$ cat src/lvs_regs.svh
// Purpose: Offsets, field positions, reset values and timing counts
//          for the line voltage supervisor.
// Assumes: Included by the supervisor top; definitions only.
// Notes:   Register offsets are word addresses of the serial port.
`ifndef LVS_REGS_SVH
`define LVS_REGS_SVH

// Register offsets
`define LVS_OFS_MODE 6'h09
`define LVS_OFS_IRQ_EN 6'h0A
`define LVS_OFS_STATUS 6'h0B
`define LVS_OFS_STATUS_CLR 6'h0C
`define LVS_OFS_TIMEOUT 6'h1D
`define LVS_OFS_SAG_CYC 6'h1E
`define LVS_OFS_SAG_LVL 6'h1F
`define LVS_OFS_PERIOD 6'h27

// Status and interrupt enable bit positions
`define LVS_BIT_SAG 1
`define LVS_BIT_CROSSING_TIMEOUT_FLAG 3
`define LVS_BIT_ZX 4
`define LVS_FLAG_MASK 16'h001A

// Mode register fields
`define LVS_MODE_SAG_DIS 3
`define LVS_MODE_SETTLED 15

// Reset values
`define LVS_RST_TIMEOUT 12'hFFF
`define LVS_RST_SAG_CYC 8'h04
`define LVS_RST_SAG_LVL 8'h00
`define LVS_RST_MODE 16'h0000
`define LVS_RST_IRQ_EN 16'h0000

// Timing counts
`define LVS_CLK_HZ 25000000
`define LVS_TO_TICK_CLKS 128
`define LVS_PERIOD_UNIT_CLKS 8
`define LVS_SETTLE_MS 1800
`define LVS_SETTLE_CLKS ((`LVS_CLK_HZ / 1000) * `LVS_SETTLE_MS)
`define LVS_PERIOD_MAX 16'h7FFF
`define LVS_PERIOD_FRAC 4

`endif

$ cat src/lvs_pkg.sv
// Purpose: Shared types of the line voltage supervisor.
// Assumes: Used with lvs_regs.svh for numeric constants.
// Notes:   Referenced by full scope, never imported.
package lvs_pkg;

  // Filtered line sample, signed
  typedef logic signed [15:0] lvs_sample_t;

  // Sag detector states
  typedef enum logic [1:0] {
    LVS_SAG_WATCH = 2'b00,
    LVS_SAG_LOW = 2'b01
  } lvs_sag_e;

endpackage

$ cat src/lvs_supervisor.sv
// Purpose: Line voltage supervisor: zero cross, crossing timeout,
//          line period, sag detection and low-supply state.
// Assumes: Register accesses come decoded from the serial port logic;
//          samples are line low-pass outputs on the core clock.
// Notes:   The supply-low level is asynchronous and is synchronised.
// How it works
// - Zero-cross output goes high on positive crossing, low on negative.
// - Crossings are judged on low-pass filtered samples, so edges lag.
// - Zero-cross flag sets on both directions, holds until clearing read.
// - Interrupt pin goes low for a set flag only when enabled.
// - Clearing status read returns flags and interrupt pin to idle unless a flag sets in that cycle.
// - Twelve-bit timeout counter decrements once every 128 clocks.
// - Each detected crossing reloads the timeout counter from software value.
// - Timeout reload value is 0xFFF after reset.
// - Timeout reaching zero drives sag pin low unless sag pin disabled.
// - Timeout always sets its flag; interrupt only if enabled.
// - Host reads and writes timeout reload at address 0x1D.
// - Sixteen-bit period register updates each line cycle, top bit zero.
// - Period counts eight-clock units per line cycle.
// - Period is filtered to hold within one LSB after settling.
// - Low analog supply puts the device in an inactive state.
// - Sag pin goes low one clock after the inactive state starts and stays low while it lasts.
// - Sag cycle count is one more than cycles needed; 0 and 1 invalid.
// - Sag pin falls at end of last full below-threshold cycle.
// - Detected sag sets sag flag and interrupts when enabled.
// - Sag pin returns high once the signal reaches the threshold.
// - Threshold compared with top byte of doubled absolute sample.
// - Threshold 0x00 or 0x01 means a zero detection level.
`timescale 1ns/100ps
`default_nettype none
`include "lvs_regs.svh"

module lvs_supervisor #(
  parameter int SETTLE_CLKS = `LVS_SETTLE_CLKS   // Period settling time
) (
  input wire logic core_clk_i,                 // Core clock, 25 MHz
  input wire logic sys_rst_i,                  // Synchronous reset
  input wire logic samp_valid_i,               // Filtered sample strobe
  input wire lvs_pkg::lvs_sample_t samp_i,     // Line low-pass output
  input wire logic supply_low_i,               // Analog supply below trigger
  input wire logic [5:0] reg_addr_i,           // Register address
  input wire logic reg_wr_i,                   // Write strobe
  input wire logic reg_rd_i,                   // Read strobe
  input wire logic [15:0] reg_wdata_i,         // Write data
  output logic [15:0] reg_rdata_o,             // Read data
  output logic reg_rvalid_o,                   // Read data valid pulse
  output logic zero_cross_out_o,               // Zero-cross output
  output logic sag_n_o,                        // Sag pin, active low
  output logic irq_n_o,                        // Interrupt pin, active low
  output logic inactive_o                      // Low-supply inactive state
);

  // Magnitude of a sample, top byte after doubling
  function automatic logic [7:0] mag_byte(input logic [15:0] s);
    logic [15:0] a;
    a = s[15] ? 16'(-s) : s;
    mag_byte = a[14:7];
  endfunction

  // Register storage
  logic [11:0] to_reload_ff;
  logic [7:0] sag_cyc_ff;
  logic [7:0] sag_lvl_ff;
  logic [15:0] mode_ff;
  logic [15:0] irq_en_ff;
  logic [15:0] status_ff;
  logic [15:0] reg_rdata_ff;
  logic reg_rvalid_ff;

  // Block state
  logic sup_meta_ff;
  logic sup_sync_ff;
  logic [6:0] pre_cnt_ff;
  logic [11:0] to_cnt_ff;
  logic to_sag_ff;
  logic [2:0] unit_div_ff;
  logic [15:0] unit_cnt_ff;
  logic [19:0] per_acc_ff;
  logic per_seeded_ff;
  logic per_armed_ff;
  logic [31:0] settle_cnt_ff;
  logic settled_ff;
  lvs_pkg::lvs_sag_e sag_state_ff;
  logic [7:0] below_cycles_ff;
  logic above_seen_ff;
  logic sag_n_ff;
  logic irq_n_ff;

  // Combinational terms
  logic zc_rise;
  logic zc_fall;
  logic zc_any;
  logic zc_level;
  logic to_tick;
  logic to_hit;
  logic sag_dis;
  logic [7:0] lvl_eff;
  logic samp_below;
  logic sag_event;
  logic clr_read;
  logic [15:0] set_flags;
  logic [19:0] meas_acc;
  logic [19:0] nxt_per_acc;

  // Crossing detection on filtered samples
  lvs_zc_detect u_zc (
    .core_clk_i(core_clk_i),
    .sys_rst_i(sys_rst_i),
    .samp_valid_i(samp_valid_i),
    .samp_i(samp_i),
    .rise_o(zc_rise),
    .fall_o(zc_fall),
    .level_o(zc_level)
  );

  // Edges lag the analog crossing by the filter delay
  assign zero_cross_out_o = zc_level;
  assign zc_any = zc_rise || zc_fall;
  assign sag_dis = mode_ff[`LVS_MODE_SAG_DIS];
  assign clr_read = reg_rd_i && (reg_addr_i == `LVS_OFS_STATUS_CLR);

  // Supply monitor level crosses in from the analog side
  always_ff @(posedge core_clk_i) begin
    if (sys_rst_i) begin
      sup_meta_ff <= 1'b0;
      sup_sync_ff <= 1'b0;
    end else begin
      sup_meta_ff <= supply_low_i;
      sup_sync_ff <= sup_meta_ff;
    end
  end

  assign inactive_o = sup_sync_ff;

  // Register writes
  always_ff @(posedge core_clk_i) begin
    if (sys_rst_i) begin
      to_reload_ff <= `LVS_RST_TIMEOUT;
      sag_cyc_ff <= `LVS_RST_SAG_CYC;
      sag_lvl_ff <= `LVS_RST_SAG_LVL;
      mode_ff <= `LVS_RST_MODE;
      irq_en_ff <= `LVS_RST_IRQ_EN;
    end else if (reg_wr_i) begin
      if (reg_addr_i == `LVS_OFS_TIMEOUT) begin
        to_reload_ff <= reg_wdata_i[11:0];
      end else if (reg_addr_i == `LVS_OFS_SAG_CYC) begin
        sag_cyc_ff <= reg_wdata_i[7:0];
      end else if (reg_addr_i == `LVS_OFS_SAG_LVL) begin
        sag_lvl_ff <= reg_wdata_i[7:0];
      end else if (reg_addr_i == `LVS_OFS_MODE) begin
        mode_ff <= {1'b0, reg_wdata_i[14:0]};
      end else if (reg_addr_i == `LVS_OFS_IRQ_EN) begin
        irq_en_ff <= reg_wdata_i & `LVS_FLAG_MASK;
      end
    end
  end

  // Read data, one cycle after the strobe; unmapped reads give zero
  always_ff @(posedge core_clk_i) begin
    if (sys_rst_i) begin
      reg_rdata_ff <= 16'h0000;
      reg_rvalid_ff <= 1'b0;
    end else begin
      reg_rvalid_ff <= reg_rd_i;
      if (reg_rd_i) begin
        if (reg_addr_i == `LVS_OFS_TIMEOUT) begin
          reg_rdata_ff <= {4'h0, to_reload_ff};
        end else if (reg_addr_i == `LVS_OFS_PERIOD) begin
          reg_rdata_ff <= per_acc_ff[19:4] & `LVS_PERIOD_MAX;
        end else if (reg_addr_i == `LVS_OFS_SAG_CYC) begin
          reg_rdata_ff <= {8'h00, sag_cyc_ff};
        end else if (reg_addr_i == `LVS_OFS_SAG_LVL) begin
          reg_rdata_ff <= {8'h00, sag_lvl_ff};
        end else if (reg_addr_i == `LVS_OFS_MODE) begin
          reg_rdata_ff <= {settled_ff, mode_ff[14:0]};
        end else if (reg_addr_i == `LVS_OFS_IRQ_EN) begin
          reg_rdata_ff <= irq_en_ff;
        end else if (reg_addr_i == `LVS_OFS_STATUS || clr_read) begin
          reg_rdata_ff <= status_ff;
        end else begin
          reg_rdata_ff <= 16'h0000;
        end
      end
    end
  end

  assign reg_rdata_o = reg_rdata_ff;
  assign reg_rvalid_o = reg_rvalid_ff;

  // Timeout prescaler, one tick per 128 clocks
  always_ff @(posedge core_clk_i) begin
    if (sys_rst_i) begin
      pre_cnt_ff <= 7'h00;
    end else begin
      pre_cnt_ff <= pre_cnt_ff + 7'h01;
    end
  end

  assign to_tick = (pre_cnt_ff == 7'(`LVS_TO_TICK_CLKS - 1));
  assign to_hit = to_tick && !zc_any && (to_cnt_ff == 12'h001);

  // Timeout counter; parks at zero until the next crossing
  always_ff @(posedge core_clk_i) begin
    if (sys_rst_i) begin
      to_cnt_ff <= `LVS_RST_TIMEOUT;
    end else if (zc_any) begin
      to_cnt_ff <= to_reload_ff;
    end else if (to_tick && to_cnt_ff != 12'h000) begin
      to_cnt_ff <= to_cnt_ff - 12'h001;
    end
  end

  // Missing crossings pull the sag pin until a crossing returns
  always_ff @(posedge core_clk_i) begin
    if (sys_rst_i) begin
      to_sag_ff <= 1'b0;
    end else if (zc_any) begin
      to_sag_ff <= 1'b0;
    end else if (to_hit) begin
      to_sag_ff <= 1'b1;
    end
  end

  // Period timebase: eight clocks per unit, saturating
  always_ff @(posedge core_clk_i) begin
    if (sys_rst_i) begin
      unit_div_ff <= 3'h0;
      unit_cnt_ff <= 16'h0000;
    end else if (zc_rise) begin
      unit_div_ff <= 3'h1; // Crossing clock opens the first unit
      unit_cnt_ff <= 16'h0000;
    end else begin
      unit_div_ff <= unit_div_ff + 3'h1;
      if (unit_div_ff == 3'(`LVS_PERIOD_UNIT_CLKS - 1) && unit_cnt_ff != `LVS_PERIOD_MAX) begin
        unit_cnt_ff <= unit_cnt_ff + 16'h0001;
      end
    end
  end

  // First-order smoothing, gain one sixteenth, with fraction bits
  // Trades response speed for a steady reading on a stable line
  assign meas_acc = {unit_cnt_ff, 4'h0};
  assign nxt_per_acc = per_acc_ff + 20'($signed(meas_acc - per_acc_ff) >>> `LVS_PERIOD_FRAC); // Signed step

  always_ff @(posedge core_clk_i) begin
    if (sys_rst_i) begin
      per_acc_ff <= 20'h00000;
      per_seeded_ff <= 1'b0;
      per_armed_ff <= 1'b0;
    end else if (zc_rise) begin
      per_armed_ff <= 1'b1;
      if (per_armed_ff) begin
        per_seeded_ff <= 1'b1;
        per_acc_ff <= per_seeded_ff ? {1'b0, nxt_per_acc[18:0]} : meas_acc;
      end
    end
  end

  // Settling timer restarts while no period is being measured
  always_ff @(posedge core_clk_i) begin
    if (sys_rst_i || !per_seeded_ff || to_sag_ff) begin
      settle_cnt_ff <= 32'h00000000;
      settled_ff <= 1'b0;
    end else if (settle_cnt_ff == 32'(SETTLE_CLKS - 1)) begin
      settled_ff <= 1'b1;
    end else begin
      settle_cnt_ff <= settle_cnt_ff + 32'h00000001;
    end
  end

  // Levels 0x00 and 0x01 both mean a zero level, never below
  assign lvl_eff = (sag_lvl_ff <= 8'h01) ? 8'h00 : sag_lvl_ff;
  assign samp_below = lvl_eff > mag_byte(samp_i);

  // A line cycle is judged at its closing positive crossing
  // Count reaching cycle length minus one marks the sag
  assign sag_event = zc_rise && !above_seen_ff && (sag_state_ff == lvs_pkg::LVS_SAG_WATCH)
                     && (sag_cyc_ff > 8'h01) && (below_cycles_ff + 8'h01 == sag_cyc_ff - 8'h01);

  always_ff @(posedge core_clk_i) begin
    if (sys_rst_i) begin
      above_seen_ff <= 1'b0;
    end else if (zc_rise) begin
      above_seen_ff <= samp_valid_i && !samp_below;
    end else if (samp_valid_i && !samp_below) begin
      above_seen_ff <= 1'b1;
    end
  end

  // Sag state machine
  always_ff @(posedge core_clk_i) begin
    if (sys_rst_i) begin
      sag_state_ff <= lvs_pkg::LVS_SAG_WATCH;
      below_cycles_ff <= 8'h00;
    end else begin
      case (sag_state_ff)
        lvs_pkg::LVS_SAG_WATCH: begin
          if (sag_event) begin
            sag_state_ff <= lvs_pkg::LVS_SAG_LOW;
            below_cycles_ff <= 8'h00;
          end else if (zc_rise) begin
            below_cycles_ff <= above_seen_ff ? 8'h00 : below_cycles_ff + 8'h01;
          end
        end
        lvs_pkg::LVS_SAG_LOW: begin
          if (samp_valid_i && !samp_below) begin
            sag_state_ff <= lvs_pkg::LVS_SAG_WATCH;
          end
        end
        default: begin
          sag_state_ff <= lvs_pkg::LVS_SAG_WATCH;
        end
      endcase
    end
  end

  // Sag pin: inactive state wins over the disable bit
  always_ff @(posedge core_clk_i) begin
    if (sys_rst_i) begin
      sag_n_ff <= 1'b1;
    end else begin
      sag_n_ff <= !(sup_sync_ff
                    || (!sag_dis && to_sag_ff)
                    || (!sag_dis && sag_state_ff == lvs_pkg::LVS_SAG_LOW));
    end
  end

  assign sag_n_o = sag_n_ff;

  // Flag sources, set regardless of the enable bits
  always_comb begin
    set_flags = 16'h0000;
    set_flags[`LVS_BIT_ZX] = zc_any;
    set_flags[`LVS_BIT_CROSSING_TIMEOUT_FLAG] = to_hit;
    set_flags[`LVS_BIT_SAG] = sag_event;
  end

  // Sticky flags; an event in the clearing cycle survives
  always_ff @(posedge core_clk_i) begin
    if (sys_rst_i) begin
      status_ff <= 16'h0000;
    end else if (clr_read) begin
      status_ff <= set_flags;
    end else begin
      status_ff <= status_ff | set_flags;
    end
  end

  // Interrupt pin from enabled flags, released by the clearing read
  always_ff @(posedge core_clk_i) begin
    if (sys_rst_i) begin
      irq_n_ff <= 1'b1;
    end else if (clr_read) begin
      irq_n_ff <= !(|(set_flags & irq_en_ff));
    end else begin
      irq_n_ff <= !(|((status_ff | set_flags) & irq_en_ff));
    end
  end

  assign irq_n_o = irq_n_ff;

endmodule

`default_nettype wire

$ cat src/lvs_zc_detect.sv
// Purpose: Zero-crossing detector on the filtered line samples.
// Assumes: Samples arrive with a one-cycle valid strobe, same clock.
// Notes:   Zero counts as positive, so a crossing needs a true sign flip.
`timescale 1ns/100ps
`default_nettype none

module lvs_zc_detect (
  input wire logic core_clk_i,                 // Core clock
  input wire logic sys_rst_i,                  // Synchronous reset
  input wire logic samp_valid_i,               // New filtered sample
  input wire lvs_pkg::lvs_sample_t samp_i,     // Filtered sample
  output logic rise_o,                         // Positive crossing pulse
  output logic fall_o,                         // Negative crossing pulse
  output logic level_o                         // Zero-cross output level
);

  logic prev_neg_ff;
  logic primed_ff;
  logic rise_ff;
  logic fall_ff;
  logic level_ff;
  logic new_neg;

  assign new_neg = samp_i[15];

  // Remember sign of the last sample; first sample only primes
  always_ff @(posedge core_clk_i) begin
    if (sys_rst_i) begin
      prev_neg_ff <= 1'b0;
      primed_ff <= 1'b0;
    end else if (samp_valid_i) begin
      prev_neg_ff <= new_neg;
      primed_ff <= 1'b1;
    end
  end

  // Sign change between samples, direction from the new sign
  always_ff @(posedge core_clk_i) begin
    if (sys_rst_i) begin
      rise_ff <= 1'b0;
      fall_ff <= 1'b0;
    end else begin
      rise_ff <= samp_valid_i && primed_ff && prev_neg_ff && !new_neg;
      fall_ff <= samp_valid_i && primed_ff && !prev_neg_ff && new_neg;
    end
  end

  // Output follows crossing direction
  always_ff @(posedge core_clk_i) begin
    if (sys_rst_i) begin
      level_ff <= 1'b0;
    end else if (rise_ff) begin
      level_ff <= 1'b1;
    end else if (fall_ff) begin
      level_ff <= 1'b0;
    end
  end

  assign rise_o = rise_ff;
  assign fall_o = fall_ff;
  assign level_o = level_ff;

endmodule

`default_nettype wire

$ cat config.mk
export PLATFORM = sky130hd
export DESIGN_NAME = lvs_supervisor
export DESIGN_NICKNAME = d
export VERILOG_FILES = /design/src/lvs_pkg.sv /design/src/lvs_supervisor.sv /design/src/lvs_zc_detect.sv
export VERILOG_INCLUDE_DIRS = /design/src
export SDC_FILE = /design/constraint.sdc
export NUM_CORES = 1
export LEC_CHECK = 0
export BUFFER_PORTS_ARGS = -buffer_cell sky130_fd_sc_hd__clkbuf_2
export CAP_MARGIN = 20
export CORE_AREA = 2 2 136 138
export CTS_CLUSTER_DIAMETER = 100
export DETAILED_ROUTE_END_ITERATION = 8
export DIE_AREA = 0 0 138 140
export HOLD_SLACK_MARGIN = 0.03
export PLACE_DENSITY = 0.76
export SETUP_SLACK_MARGIN = 0.1
export SYNTH_ARGS = -nofsm -noshare
export SYNTH_HDL_FRONTEND = slang
export SYNTH_SLANG_ARGS = --single-unit
$ cat constraint.sdc
create_clock -name core_clk_i -period 7.8 [get_ports core_clk_i]
set_input_delay 1.56 -clock core_clk_i [delete_from_list [all_inputs] [get_ports core_clk_i]]
set_output_delay 1.56 -clock core_clk_i [all_outputs]
set_load 0.02 [all_outputs]
; Word level (Yosys, flattened, before mapping)
; Index checks and enable logic that the tools add are counted.
[word_totals]
inputBits = 44
register_bits = 193
word_cells = 146
[classes]
bitwise = 7
n_reduce_logical = 52
muxes = 25
magnitude_cmp = 3
n_eq_ne = 17
add_sub_neg = 10
[op_table]
columns = op, count
row1 = $mux 16, 7
row2 = $add 32x1->32 const B, 1
row3 = $eq 32x26->1 const B, 1
row4 = $mux 8, 4
row5 = $reduce_or 16->1, 2
row6 = $eq 6x4->1 const B, 4
row7 = $mux 12, 2
row8 = $mux 20, 1
row9 = $sub 20x20->20, 1
row10 = $add 19x19->19, 1
row11 = $eq 6x5->1 const B, 3
row12 = $logic_and 1x1->1, 17
row13 = $add 16x1->16 const B, 1
row14 = $and 16x5->16, 1
row15 = $ne 16x15->1 const B, 1
row16 = $or 16x5->16, 1
row17 = $mux 15, 1
row18 = $neg 15->15, 1
row19 = $eq 12x1->1 const B, 1
row20 = $reduce_bool 12->1, 1
row21 = $sub 12x1->12 const B, 1
row22 = $logic_not 1->1, 10
row23 = $add 8x1->8 const B, 1
row24 = $eq 8x8->1, 1
row25 = other kinds (26), 49

; Longest topological paths before layout
; Gate-level depths: netlist (run 1).
[depth]
word_depth = 10
mapped_depth = 20
mapped_depth_nobuf = 20

; Hierarchy
; From an unflattened synthesis (run 1), not the netlist that was laid out.
[unflattened]
cells_unflattened = 1196
hier_area_um2 = 9784.4
[by_module_without_submodules]
columns = module, n_inst, area_per_inst_um2, cells_per_inst
row1 = lvs_supervisor, 1, 9603.0, 1181
row2 = lvs_zc_detect, 1, 181.4, 15

; Worst setup path after synthesis (run 1)
; OpenSTA, ideal clock, no wires.
[synth_timing]
kind = input to register
start = input samp_i[2]
end = register sag_state_ff[0]
setup_time_ps = 128
path_buffers = 0
setup_slack_ps = 3168
required_time_ps = 7672
arrival_time_ps = 4504
path_stages = 14
path_cell_list = or4_1 > or4_4 > or4_4 > or3_4 > o21ai_1 > xor2_1 > ha_1 > a21o_1 > a21oi_1 > o21ai_0 > o31ai_1 > nand2_1 > a21oi_1 > nor2_1
[synth_via]
elab_chain_cells = 7
[synth_rtl]
columns = item, line_no
row1 = from (decl), lvs_supervisor.sv:39  ; input wire lvs_pkg::lvs_sample_t samp_i,
row2 = $neg 15->15, lvs_supervisor.sv:56  ; a = s[15] ? 16'(-s) : s;
row3 = $mux 15, lvs_supervisor.sv:56
row4 = $gt 8x8->1, lvs_supervisor.sv:273  ; assign samp_below = lvl_eff > mag_byte(samp_i);
row5 = $logic_not 1->1, lvs_supervisor.sv:306  ; if (samp_valid_i && !samp_below) begin
row6 = $logic_and 1x1->1, lvs_supervisor.sv:306
row7 = $ne 2x2->1 (no line), --
row8 = $reduce_and 2->1 (no line), --
row9 = to (signal assigned), lvs_supervisor.sv:299  ; sag_state_ff <= lvs_pkg::LVS_SAG_LOW;
row10 = to (signal assigned), lvs_supervisor.sv:307  ; sag_state_ff <= lvs_pkg::LVS_SAG_WATCH;
row11 = to (signal assigned), lvs_supervisor.sv:311  ; sag_state_ff <= lvs_pkg::LVS_SAG_WATCH;
row12 = to (decl), lvs_supervisor.sv:83  ; lvs_pkg::lvs_sag_e sag_state_ff;
; No other way between the ends.
; A chain may end at the register's enable or synchronous reset.

; Worst setup path in the final report (run 1)
[layout_timing]
start = register per_acc_ff[1]
end = register per_acc_ff[18]
[layout_via]
elab_chain_cells = 3
[layout_rtl]
columns = item, line_no
row1 = from (decl), lvs_supervisor.sv:78  ; logic [19:0] per_acc_ff;
row2 = from (signal assigned), lvs_supervisor.sv:254  ; per_acc_ff <= per_seeded_ff ? {1'b0, nxt_per_acc[18:0]} : meas_acc;
row3 = $sub 20x20->20, lvs_supervisor.sv:243  ; assign nxt_per_acc = per_acc_ff + 20'($signed(meas_acc - per_acc_ff) >>> `LVS_PERIOD_FRAC);
row4 = $add 19x19->19 (*), lvs_supervisor.sv:243
row5 = $mux 20 (*), lvs_supervisor.sv:254
; Every way passes the cells marked *; elsewhere a longest branch is shown, timed or not.

==> flow_metrics.tcl, run 1 <==
set metrics [dict create \
    status "completed" \
    cts_tree "yes" \
    met3_usage_pct 4.615 \
    rsz0062_at_grt "no" \
    wl_per_cell_microns 15.76 \
    cp_common_cell "a21oi_1" \
    slowest_stage "nor4_1" \
    drive_gt1_share_pct 9.435 \
    critical_path_class "register to register" \
    hp-class "register to register" \
    core_sq_mm 0.01778 \
    rrSetupSlack_ns 3.22 \
    drc 0 \
    maxCapViolCount 0 \
    critical_path_arrival_ns 4.94 \
    async_flop_share_pct 0 \
    worst_hold_startpoint "unit_div_ff[0]" \
    p_per_area_mw_per_mm2 176.0 \
    cts_resized 0 \
    cpPeakStageDelay_ns 0.48 \
    required_ns 8.16 \
    grt_util_met2_pct 37.57 \
    timing.fmax_mhz 218.2 \
    first_iter_violations 651 \
    end_kind "register" \
    grt_pass1_vias 7921 \
    area_growth_pct 10.86 \
    layout_common_cells "dfxtp_1, nor2_1, nand2_1" \
    mostFrequentLayoutCell "dfxtp_1" \
    min_to "unit_div_ff[0]" \
    synth_nets 1297 \
    fp.dieW_microns 138 \
    postRouteAntennaNets 0 \
    vias_per_cell 5.854 \
    grt_busiest_layer "met2" \
    die_h_microns 140 \
    cts_sinks 179 \
    r2r_end "per_acc_ff[18]" \
    tns_ns 0 \
    post_cts_buffers 0 \
    synth_area_per_cell_sq_um 8.121 \
    htreeDepth 4 \
    timing.rr.start "per_acc_ff[1]" \
    slew_viol_final 0 \
    cts-hold-fix-buffers 0 \
    track_usage_pct 23.87 \
    grt_pass1_wl_microns 38340 \
    finClkSkew_ns 0.01128 \
    synth_seq_cells 179 \
    ios 65 \
    setup_viol 0 \
    synthFlopType "dfxtp_1" \
    crit_path_max_fanout 4 \
    clk_latency_ns 0.44 \
    finalNonFillerCells 1469 \
    drt-total-wl_microns 23150 \
    ys_seq_area_share_pct 36.86 \
    io_buffers 63 \
    p_leak_uw 0.004092 \
    vdd_drop_max_uv 134.9 \
    num_vias 8600 \
    slew_headroom_pct 31.77 \
    syn_area_sq_mm 0.009721 \
    placed_cells 1435 \
    numCtsBuffers 17 \
    whs_path_depth 1 \
    nNetsFinal 1327 \
    critPathLaunchType "register" \
    place_hpwl_microns 16570 \
    synth_edf_count 0 \
    place.gp.congestion 0.9637 \
    r2r_cells 17 \
    root_buffer "clkbuf_16" \
    nFillCells 1566 \
    start_util_pct 54.67 \
    diodes 0 \
    use_met1_pct 33.01 \
    yosys_warnings 0 \
    cts_buffer_depth 2 \
    grt_max_degree 73 \
    period_needed_ns 4.584 \
    cp_cell_sequence "nor4_1 -> a21oi_1 -> o21bai_1 -> a211oi_1 -> o21ai_0 -> nand2_1 -> xnor2_1 -> ha_1 -> a21oi_1 -> nand2_1 -> or2_2 -> o211ai_1 -> a41o_1 -> a21oi_1 -> xor2_1 -> mux2_2 -> a21oi_1" \
    worst_setup_hold_path_clk_slew_ns 0.07 \
    hold_viol 0 \
    dieArea_sq_mm 0.01932 \
    antenna_found_initial 1 \
    drtPass1Iterations 5 \
    fin_crit_sh_pct 58.77 \
    worst_pin_slew_ns 1.020 \
    netlist_instances 1197 \
    gr-total-overflow 0 \
    ys_types 59 \
    row_count 49 \
]
-- sequential cells by signal, summed over array words and instances (netlist names), 3 cells and up --
signal           count
settle_cnt_ff       32
per_acc_ff          20
reg_rdata_o         16
unit_cnt_ff         16
mode_ff             15
to_cnt_ff           12
to_reload_ff        12
below_cycles_ff      8
sag_cyc_ff           8
sag_lvl_ff           8
pre_cnt_ff           7
irq_en_ff            3
status_ff            3
unit_div_ff          3
-- report_power, final --
group	total [uW]	leakage (uW)	internal [uW]	switching [uW]
clock	870	0.000292	482	388
combinational	93.7	0.00235	34.5	59.2
sequential	933	0.00145	925	7.99
total	1900	0.00409	1440	455
-- final cells by class --
type                    count  area, sq um  area share, %
clock inverters            15        175.2          1.625
flip-flops and latches    179         3583          33.25
multi-input cells         919         5769          53.54
clock buffers              17        425.4          3.948
well taps                 229        286.5          2.659
inverters                  41        153.9          1.428
repair buffers             69        382.9          3.553
-- critical path: cells and delay by family (launching register included) --
| kind | cells | cell delay [ns] |
|---|---|---|
| flops | 1 | 0.34 |
| fa+ha+maj | 1 | 0.31 |
| xor+xnor | 2 | 0.37 |
| compound gates | 9 | 2.08 |
| simple gates | 4 | 1.03 |
| mux | 1 | 0.36 |
-- synthesized netlist by cell type (3+ instances only) --
cell type,instances,area [sq um]
dfxtp_1,179,3583
nor2_1,156,585.6
nand2_1,133,499.2
a21oi_1,102,510.5
xnor2_1,59,516.8
clkbuf_1,55,206.5
ha_1,55,688.2
nand3_1,51,255.2
xor2_1,48,420.4
inv_1,41,153.9
o21ai_0,29,145.1
a211oi_1,23,172.7
nor3_1,23,115.1
or3_1,23,143.9
and3_1,19,118.9
mux2i_1,16,160.2
a211o_1,15,131.4
nand3b_1,14,105.1
nand4_1,12,75.07
a22oi_1,11,82.58
nand2b_1,11,68.82
o21bai_1,11,82.58
a21o_1,10,75.07
nor2b_1,8,50.05
or2_2,8,50.05
a222oi_1,7,70.07
o31ai_1,7,52.55
a31oi_1,6,37.54
a221oi_1,5,43.79
nor4_1,5,31.28
a2111oi_0,4,35.03
and2_1,4,25.02
nor3b_1,4,30.03
or4_1,4,30.03
and4_1,3,26.28
nor4b_1,3,26.28
o211ai_1,3,22.52
-- per-stage QoR --
step	util (%)	worst slack [ns]	instance area, sq um	total power (uW)	hold slack [ns]
2_1_floorplan	-	3.168	9721	1011	0.4101
3_3_place_gp	57.04	2.935	10140	1044	0.4152
3_5_place_dp	57.04	2.922	10140	1047	0.4346
4_1_cts	60.42	3.334	10740	1907	0.4488
5_1_grt	60.61	2.924	10780	1955	0.4665
6_report	60.61	3.216	10780	1896	0.4440
-- per-layer routing --
layer | vias to the layer above | wire [microns]
li1 | 4266 | -
met1 | 4064 | 11060
met2 | 232 | 10330
met3 | 36 | 1338
met4 | 2 | 404
met5 | - | 13
-- logic make-up after synthesis --
| kind of cell | synth area share, % |
|---|---|
| simple gates | 23.86 |
| compound gates | 16.75 |
| flops | 36.86 |
| xor+xnor | 9.641 |
| buf+inv | 3.836 |
| fa+ha+maj | 7.285 |
| mux | 1.763 |
-- how the worst max path moves through the flow --
stage | startpoint | to | slack, ns | depth (start not counted)
2_1_floorplan | samp_i[2] | sag_state_ff[0] | 3.17 | 14
3_3_place_gp | samp_i[2] | sag_state_ff[0] | 2.93 | 15
3_5_place_dp | samp_i[2] | sag_state_ff[0] | 2.92 | 15
4_1_cts | per_acc_ff[1] | per_acc_ff[18] | 3.33 | 17
5_1_grt | per_acc_ff[1] | per_acc_ff[18] | 2.92 | 17
6_report | per_acc_ff[1] | per_acc_ff[18] | 3.22 | 17
(Power assumes the default switching activity.)
==> run 2: changes to the inputs <==
Clock period 7.8 ns to 4.8 ns, I/O delays scaled along.
==> flow_metrics.tcl, run 2 (same netlist as run 1, synthesis figures left out) <==
set metrics [dict create \
    p_per_area_mw_per_mm2 276.3 \
    row_count 49 \
    multiInputGateArea_sq_mm 0.005788 \
    htreeDepth 4 \
    reg.largest.list "settle_cnt_ff: 32 flops, per_acc_ff: 20 flops" \
    r2r_end "per_acc_ff[18]" \
    startpoint "per_acc_ff[4]" \
    r2r_cells 20 \
    rsz0062_at_grt "no" \
    seqCellArea_sq_mm 0.003583 \
    nFillCells 1585 \
    slew_headroom_pct 39.80 \
    timing.fmax_mhz 234.8 \
    switching_power_uw 716.5 \
    p_total_uw 2973 \
    antenna_found_initial 0 \
    fin_crit_sh_pct 88.71 \
    comb_power_share_pct 5.1 \
    vdd_drop_max_uv 234.1 \
    finClkSkew_ns 0.006615 \
    largest_register "settle_cnt_ff" \
    grt_max_degree 69 \
    status "completed" \
    crit_path_max_fanout 4 \
    track_usage_pct 23.53 \
    numCtsBuffers 17 \
    period_needed_ns 4.258 \
    finalNonFillerCells 1473 \
    power_frac_clock_pct 43.9 \
    worst_pin_slew_ns 0.8960 \
    hold_viol 0 \
    p_int_uw 2256 \
    cts_sinks 179 \
    dr.max_layer_used "met4" \
    largest_reg_flops 32 \
    postRouteAntennaNets 0 \
    end_kind "register" \
    sw_frac_of_total_pct 24.10 \
    ios 65 \
    start_util_pct 54.67 \
    layout_common_cells "dfxtp_1, nor2_1, nand2_1" \
    place.gp.congestion 0.9312 \
    p_leak_uw 0.004082 \
    io_buffers 63 \
    hp-class "register to register" \
    maxCapViolCount 0 \
    place_hpwl_microns 16380 \
    drt-total-wl_microns 22870 \
    wl_met2_microns 10200 \
    clk_latency_ns 0.43 \
    diodes 0 \
    critical_path_arrival_ns 4.62 \
    gr-total-overflow 0 \
    grt_pass1_wl_microns 37560 \
    fp.dieW_microns 138 \
    core_sq_mm 0.01778 \
    met3WireLength_microns 1406 \
    power_frac_seq_pct 51.0 \
    dieArea_sq_mm 0.01932 \
    post_cts_buffers 0 \
    die_h_microns 140 \
    rrSetupSlack_ns 0.54 \
    timing.rr.start "per_acc_ff[4]" \
    wl_per_cell_microns 15.52 \
    num_vias 8450 \
    root_buffer "clkbuf_16" \
    cts_buffer_depth 2 \
    cts_tree "yes" \
    mostFrequentLayoutCell "dfxtp_1" \
    drive_gt1_share_pct 10.05 \
    grt_pass1_vias 7742 \
    drc 0 \
    cp-endpoint "per_acc_ff[18]" \
    required_ns 5.16 \
    tns_ns 0 \
    critPathLaunchType "register" \
    hold_slack_ns 0.4406 \
    worst_setup_hold_path_clk_slew_ns 0.07 \
    setup_viol 0 \
    first_iter_violations 772 \
    cts-hold-fix-buffers 0 \
    wl_met1_microns 10900 \
    drtPass1Iterations 5 \
    nNetsFinal 1331 \
    vias_per_cell 5.737 \
    slew_viol_final 0 \
    placed_cells 1441 \
    critical_path_class "register to register" \
    area_growth_pct 10.70 \
]
==> run 2: changes by cell type in the layout (fill, tap and decap cells not counted), moves of 2 or more <==
cell,delta
bufinv_16,-2
a21oi_2,+2
inv_8,-3
clkbuf_8,+2
buf_4,+5
a21oi_1,-2
==> run 2: critical path, stage by stage (launching register included) <==
cell       delay, ns
dfxtp_1         0.42
inv_1           0.09
ha_1            0.33
a21oi_2         0.18
o21bai_1        0.14
a211oi_2        0.27
nor2_1          0.09
o21a_1          0.18
nor2_1          0.15
o21bai_1        0.10
xor2_1          0.15
ha_1            0.33
o211ai_1        0.09
nor2_1          0.19
a2bb2oi_1       0.25
o211ai_1        0.17
a41o_1          0.28
a21oi_1         0.16
xor2_1          0.17
mux2_2          0.34
a21oi_1         0.11
==> run 2: metal layers <==
| layer | GRT usage (%) | vias up |
|---|---|---|
| met2 | 36.97 | 219 |
| met3 | 4.650 | 27 |
| met5 | 0 | - |
| met1 | 33.13 | 3929 |
| met4 | 6.445 | 0 |
| li1 | - | 4275 |
==> run 2: layout make-up <==
class | count | area share (%)
clock buffer | 19 | 4.209
timing repair buffer | 73 | 3.651
clock inverter | 13 | 0.9535
multi-input combinational | 919 | 53.79
inverter | 41 | 1.430
sequential | 179 | 33.30
tap | 229 | 2.663
==> run 2: worst min-delay path by stage <==
stage                           from          end  cells after the start
finish                    inactive_o      sag_n_o                      1
global route             sup_meta_ff   inactive_o                      1
CTS                      sup_meta_ff   inactive_o                      1
detailed placement       sup_meta_ff   inactive_o                      1
global placement         sup_meta_ff   inactive_o                      1
floorplan           u_zc.prev_neg_ff  u_zc.fall_o                      1
==> run 2: what timing repair did <==
action	in CTS	in global routing
resized for setup	0	5
endpoints found under the setup margin	0	2
hold endpoints to repair	0	0
==> run 2: power groups by stage <==
stage	Combinational, uW	Sequential (uW)	Clock [uW]
finish	152	1520	1300
global route	168	1520	1380
CTS	152	1520	1330
detailed placement	151	1550	0
global placement	148	1550	0
floorplan	87.3	1560	0
==> run 2: stage by stage <==
step / setup WS, ns / area [sq um] / util (%)
global route: 0.1363 / 10760 / 60.52
global placement: 0.5194 / 10190 / 57.29
detailed placement: 0.4260 / 10190 / 57.29
finish: 0.5418 / 10760 / 60.52
CTS: 0.3911 / 10740 / 60.42
floorplan: 0.7684 / 9721 / -
==> run 3: changes to the inputs <==
Settings changed: CTS_CLUSTER_SIZE set to 16, REMOVE_ABC_BUFFERS set to 1.
==> flow_metrics.tcl, run 3 (same netlist as run 1, synthesis figures left out) <==
set metrics [dict create \
    fin_crit_sh_pct 90.71 \
    end_kind "register" \
    hp-class "register to register" \
    p_leak_uw 0.004081 \
    area_growth_pct 10.74 \
    worst_setup_hold_path_clk_slew_ns 0.07 \
    drive_gt1_share_pct 9.605 \
    power_frac_seq_pct 49.3 \
    gr-total-overflow 0 \
    period_needed_ns 4.354 \
    nNetsFinal 1327 \
    sw_frac_of_total_pct 23.66 \
    slew_viol_final 0 \
    timing.fmax_mhz 229.7 \
    slew_headroom_pct 29.31 \
    vdd_drop_max_uv 270.4 \
    largest_reg_flops 32 \
    cpPeakStageDelay_ns 0.42 \
    p_total_uw 3076 \
    required_ns 5.16 \
    fin_area_sq_mm 0.01076 \
    critical_path_arrival_ns 4.72 \
    rsz0062_at_grt "yes" \
    nFillCells 1599 \
    cts_tree "yes" \
    layout_common_cells "dfxtp_1, nor2_1, nand2_1" \
    critical_path_class "register to register" \
    cp_cell_sequence "inv_1 -> ha_1 -> a21oi_1 -> o21bai_1 -> a211oi_1 -> nor2_1 -> o21a_1 -> nor2_1 -> o21bai_1 -> xor2_1 -> ha_1 -> o211ai_1 -> nor2_1 -> a2bb2oi_1 -> o211ai_1 -> a41o_1 -> a21oi_1 -> xor2_1 -> mux2_2 -> a21oi_1" \
    cts_sinks 179 \
    grt_max_degree 74 \
    status "completed" \
    drtPass1Iterations 5 \
    core_sq_mm 0.01778 \
    grt_pass1_vias 7807 \
    first_iter_violations 687 \
    diodes 0 \
    root_buffer "clkbuf_16" \
    antenna_found_initial 0 \
    post_cts_buffers 0 \
    mostFrequentLayoutCell "dfxtp_1" \
    row_count 49 \
    p_int_uw 2348 \
    switching_power_uw 727.8 \
    comb_power_share_pct 4.8 \
    num_vias 8697 \
    place.gp.congestion 0.9219 \
    track_usage_pct 24.32 \
    grt_pass1_wl_microns 39160 \
    fp.dieW_microns 138 \
    clk_latency_ns 0.44 \
    io_buffers 63 \
    vias_per_cell 5.924 \
    tns_ns 0 \
    largest_register "settle_cnt_ff" \
    place_hpwl_microns 16680 \
    numCtsBuffers 17 \
    cts-hold-fix-buffers 0 \
    hold_viol 0 \
    power_frac_clock_pct 45.9 \
    wl_per_cell_microns 15.96 \
    setup_viol 0 \
    postRouteAntennaNets 0 \
    die_h_microns 140 \
    finClkSkew_ns 0.008602 \
    drt-total-wl_microns 23440 \
    dieArea_sq_mm 0.01932 \
    slowest_stage "dfxtp_1" \
    htreeDepth 4 \
    start_util_pct 54.67 \
    p_per_area_mw_per_mm2 285.7 \
    crit_path_max_fanout 4 \
    cts_buffer_depth 2 \
    drc 0 \
    maxCapViolCount 0 \
    critPathLaunchType "register" \
    worst_pin_slew_ns 1.057 \
    reg.largest.list "settle_cnt_ff: 32 flops, per_acc_ff: 20 flops" \
    ios 65 \
    dpl_cell_area_sq_mm 0.01016 \
]
run 3: cell types whose count changed in the layout (fill, tap and decap cells not counted), moves of 2 or more:
cell / before / now
bufinv_16: 0 / 2
a21oi_2: 2 / 0
buf_4: 11 / 7
a21oi_1: 100 / 102
inv_8: 0 / 2
clkinv_2: 4 / 2
run 3: path summary, 6_finish.rpt:
kind	startpoint	end	slack, ns	cells past startpoint
setup / recovery	per_acc_ff[4]	per_acc_ff[18]	0.45	20
hold / removal	inactive_o	sag_n_o	0.44	1
setup reg to reg	per_acc_ff[4]	per_acc_ff[18]	0.45	20
hold reg to reg	inactive_o	sag_n_o	0.44	1
run 3: worst max-delay path, delay by kind of cell (launching register included):
kind / cells / cell delay (ns)
XOR/XNOR: 2 / 0.33
multiplexers: 1 / 0.35
AND/OR/NAND/NOR: 3 / 0.43
flip-flops: 1 / 0.42
adder cells (fa/ha/maj): 2 / 0.65
AO/OA/AOI/OAI: 11 / 2.04
buffers and inverters: 1 / 0.09
run 3: layout make-up:
type,instances,area (sq um),area share (%)
Sequential cell,179,3583,33.29
Multi-Input combinational cell,919,5787,53.76
Clock inverter,13,151.4,1.406
Inverter,41,153.9,1.430
Clock buffer,18,439.2,4.080
Timing Repair Buffer,69,362.8,3.371
Tap cell,229,286.5,2.662
run 3: metal layers:
| metal | vias up | share of wire [%] | global-route usage [%] |
|---|---|---|---|
| met5 | - | 0 | 0 |
| met4 | 0 | 0.90 | 5.478 |
| met3 | 18 | 6.2 | 4.239 |
| met2 | 279 | 47 | 39.84 |
| met1 | 4125 | 46 | 33.79 |
| li1 | 4275 | - | - |
run 3: power groups by stage:
stage / clock network (uW) / logic, uW / registers, uW
finish: 1410 / 148 / 1520
global route: 1490 / 164 / 1520
CTS: 1420 / 148 / 1520
detailed placement: 0 / 147 / 1550
global placement: 0 / 145 / 1550
floorplan: 0 / 66.8 / 1560
run 3: metrics by stage:
step / std cells / hold slack, ns / setup slack, ns / util [%]
global route: 1468 / 0.4717 / 0.05033 / 60.54
CTS: 1468 / 0.4467 / 0.2875 / 60.44
floorplan: 1139 / 0.4101 / 0.7823 / -
finish: 1468 / 0.4431 / 0.4460 / 60.54
global placement: 1437 / 0.4160 / 0.4980 / 57.12
detailed placement: 1437 / 0.4363 / 0.3711 / 57.12
run 3: what timing repair did:
| action | CTS | global route |
|---|---|---|
| setup endpoints to repair | 0 | 6 |
| endpoints found under the hold margin | 0 | 0 |
| gates resized for setup | 0 | 5 |
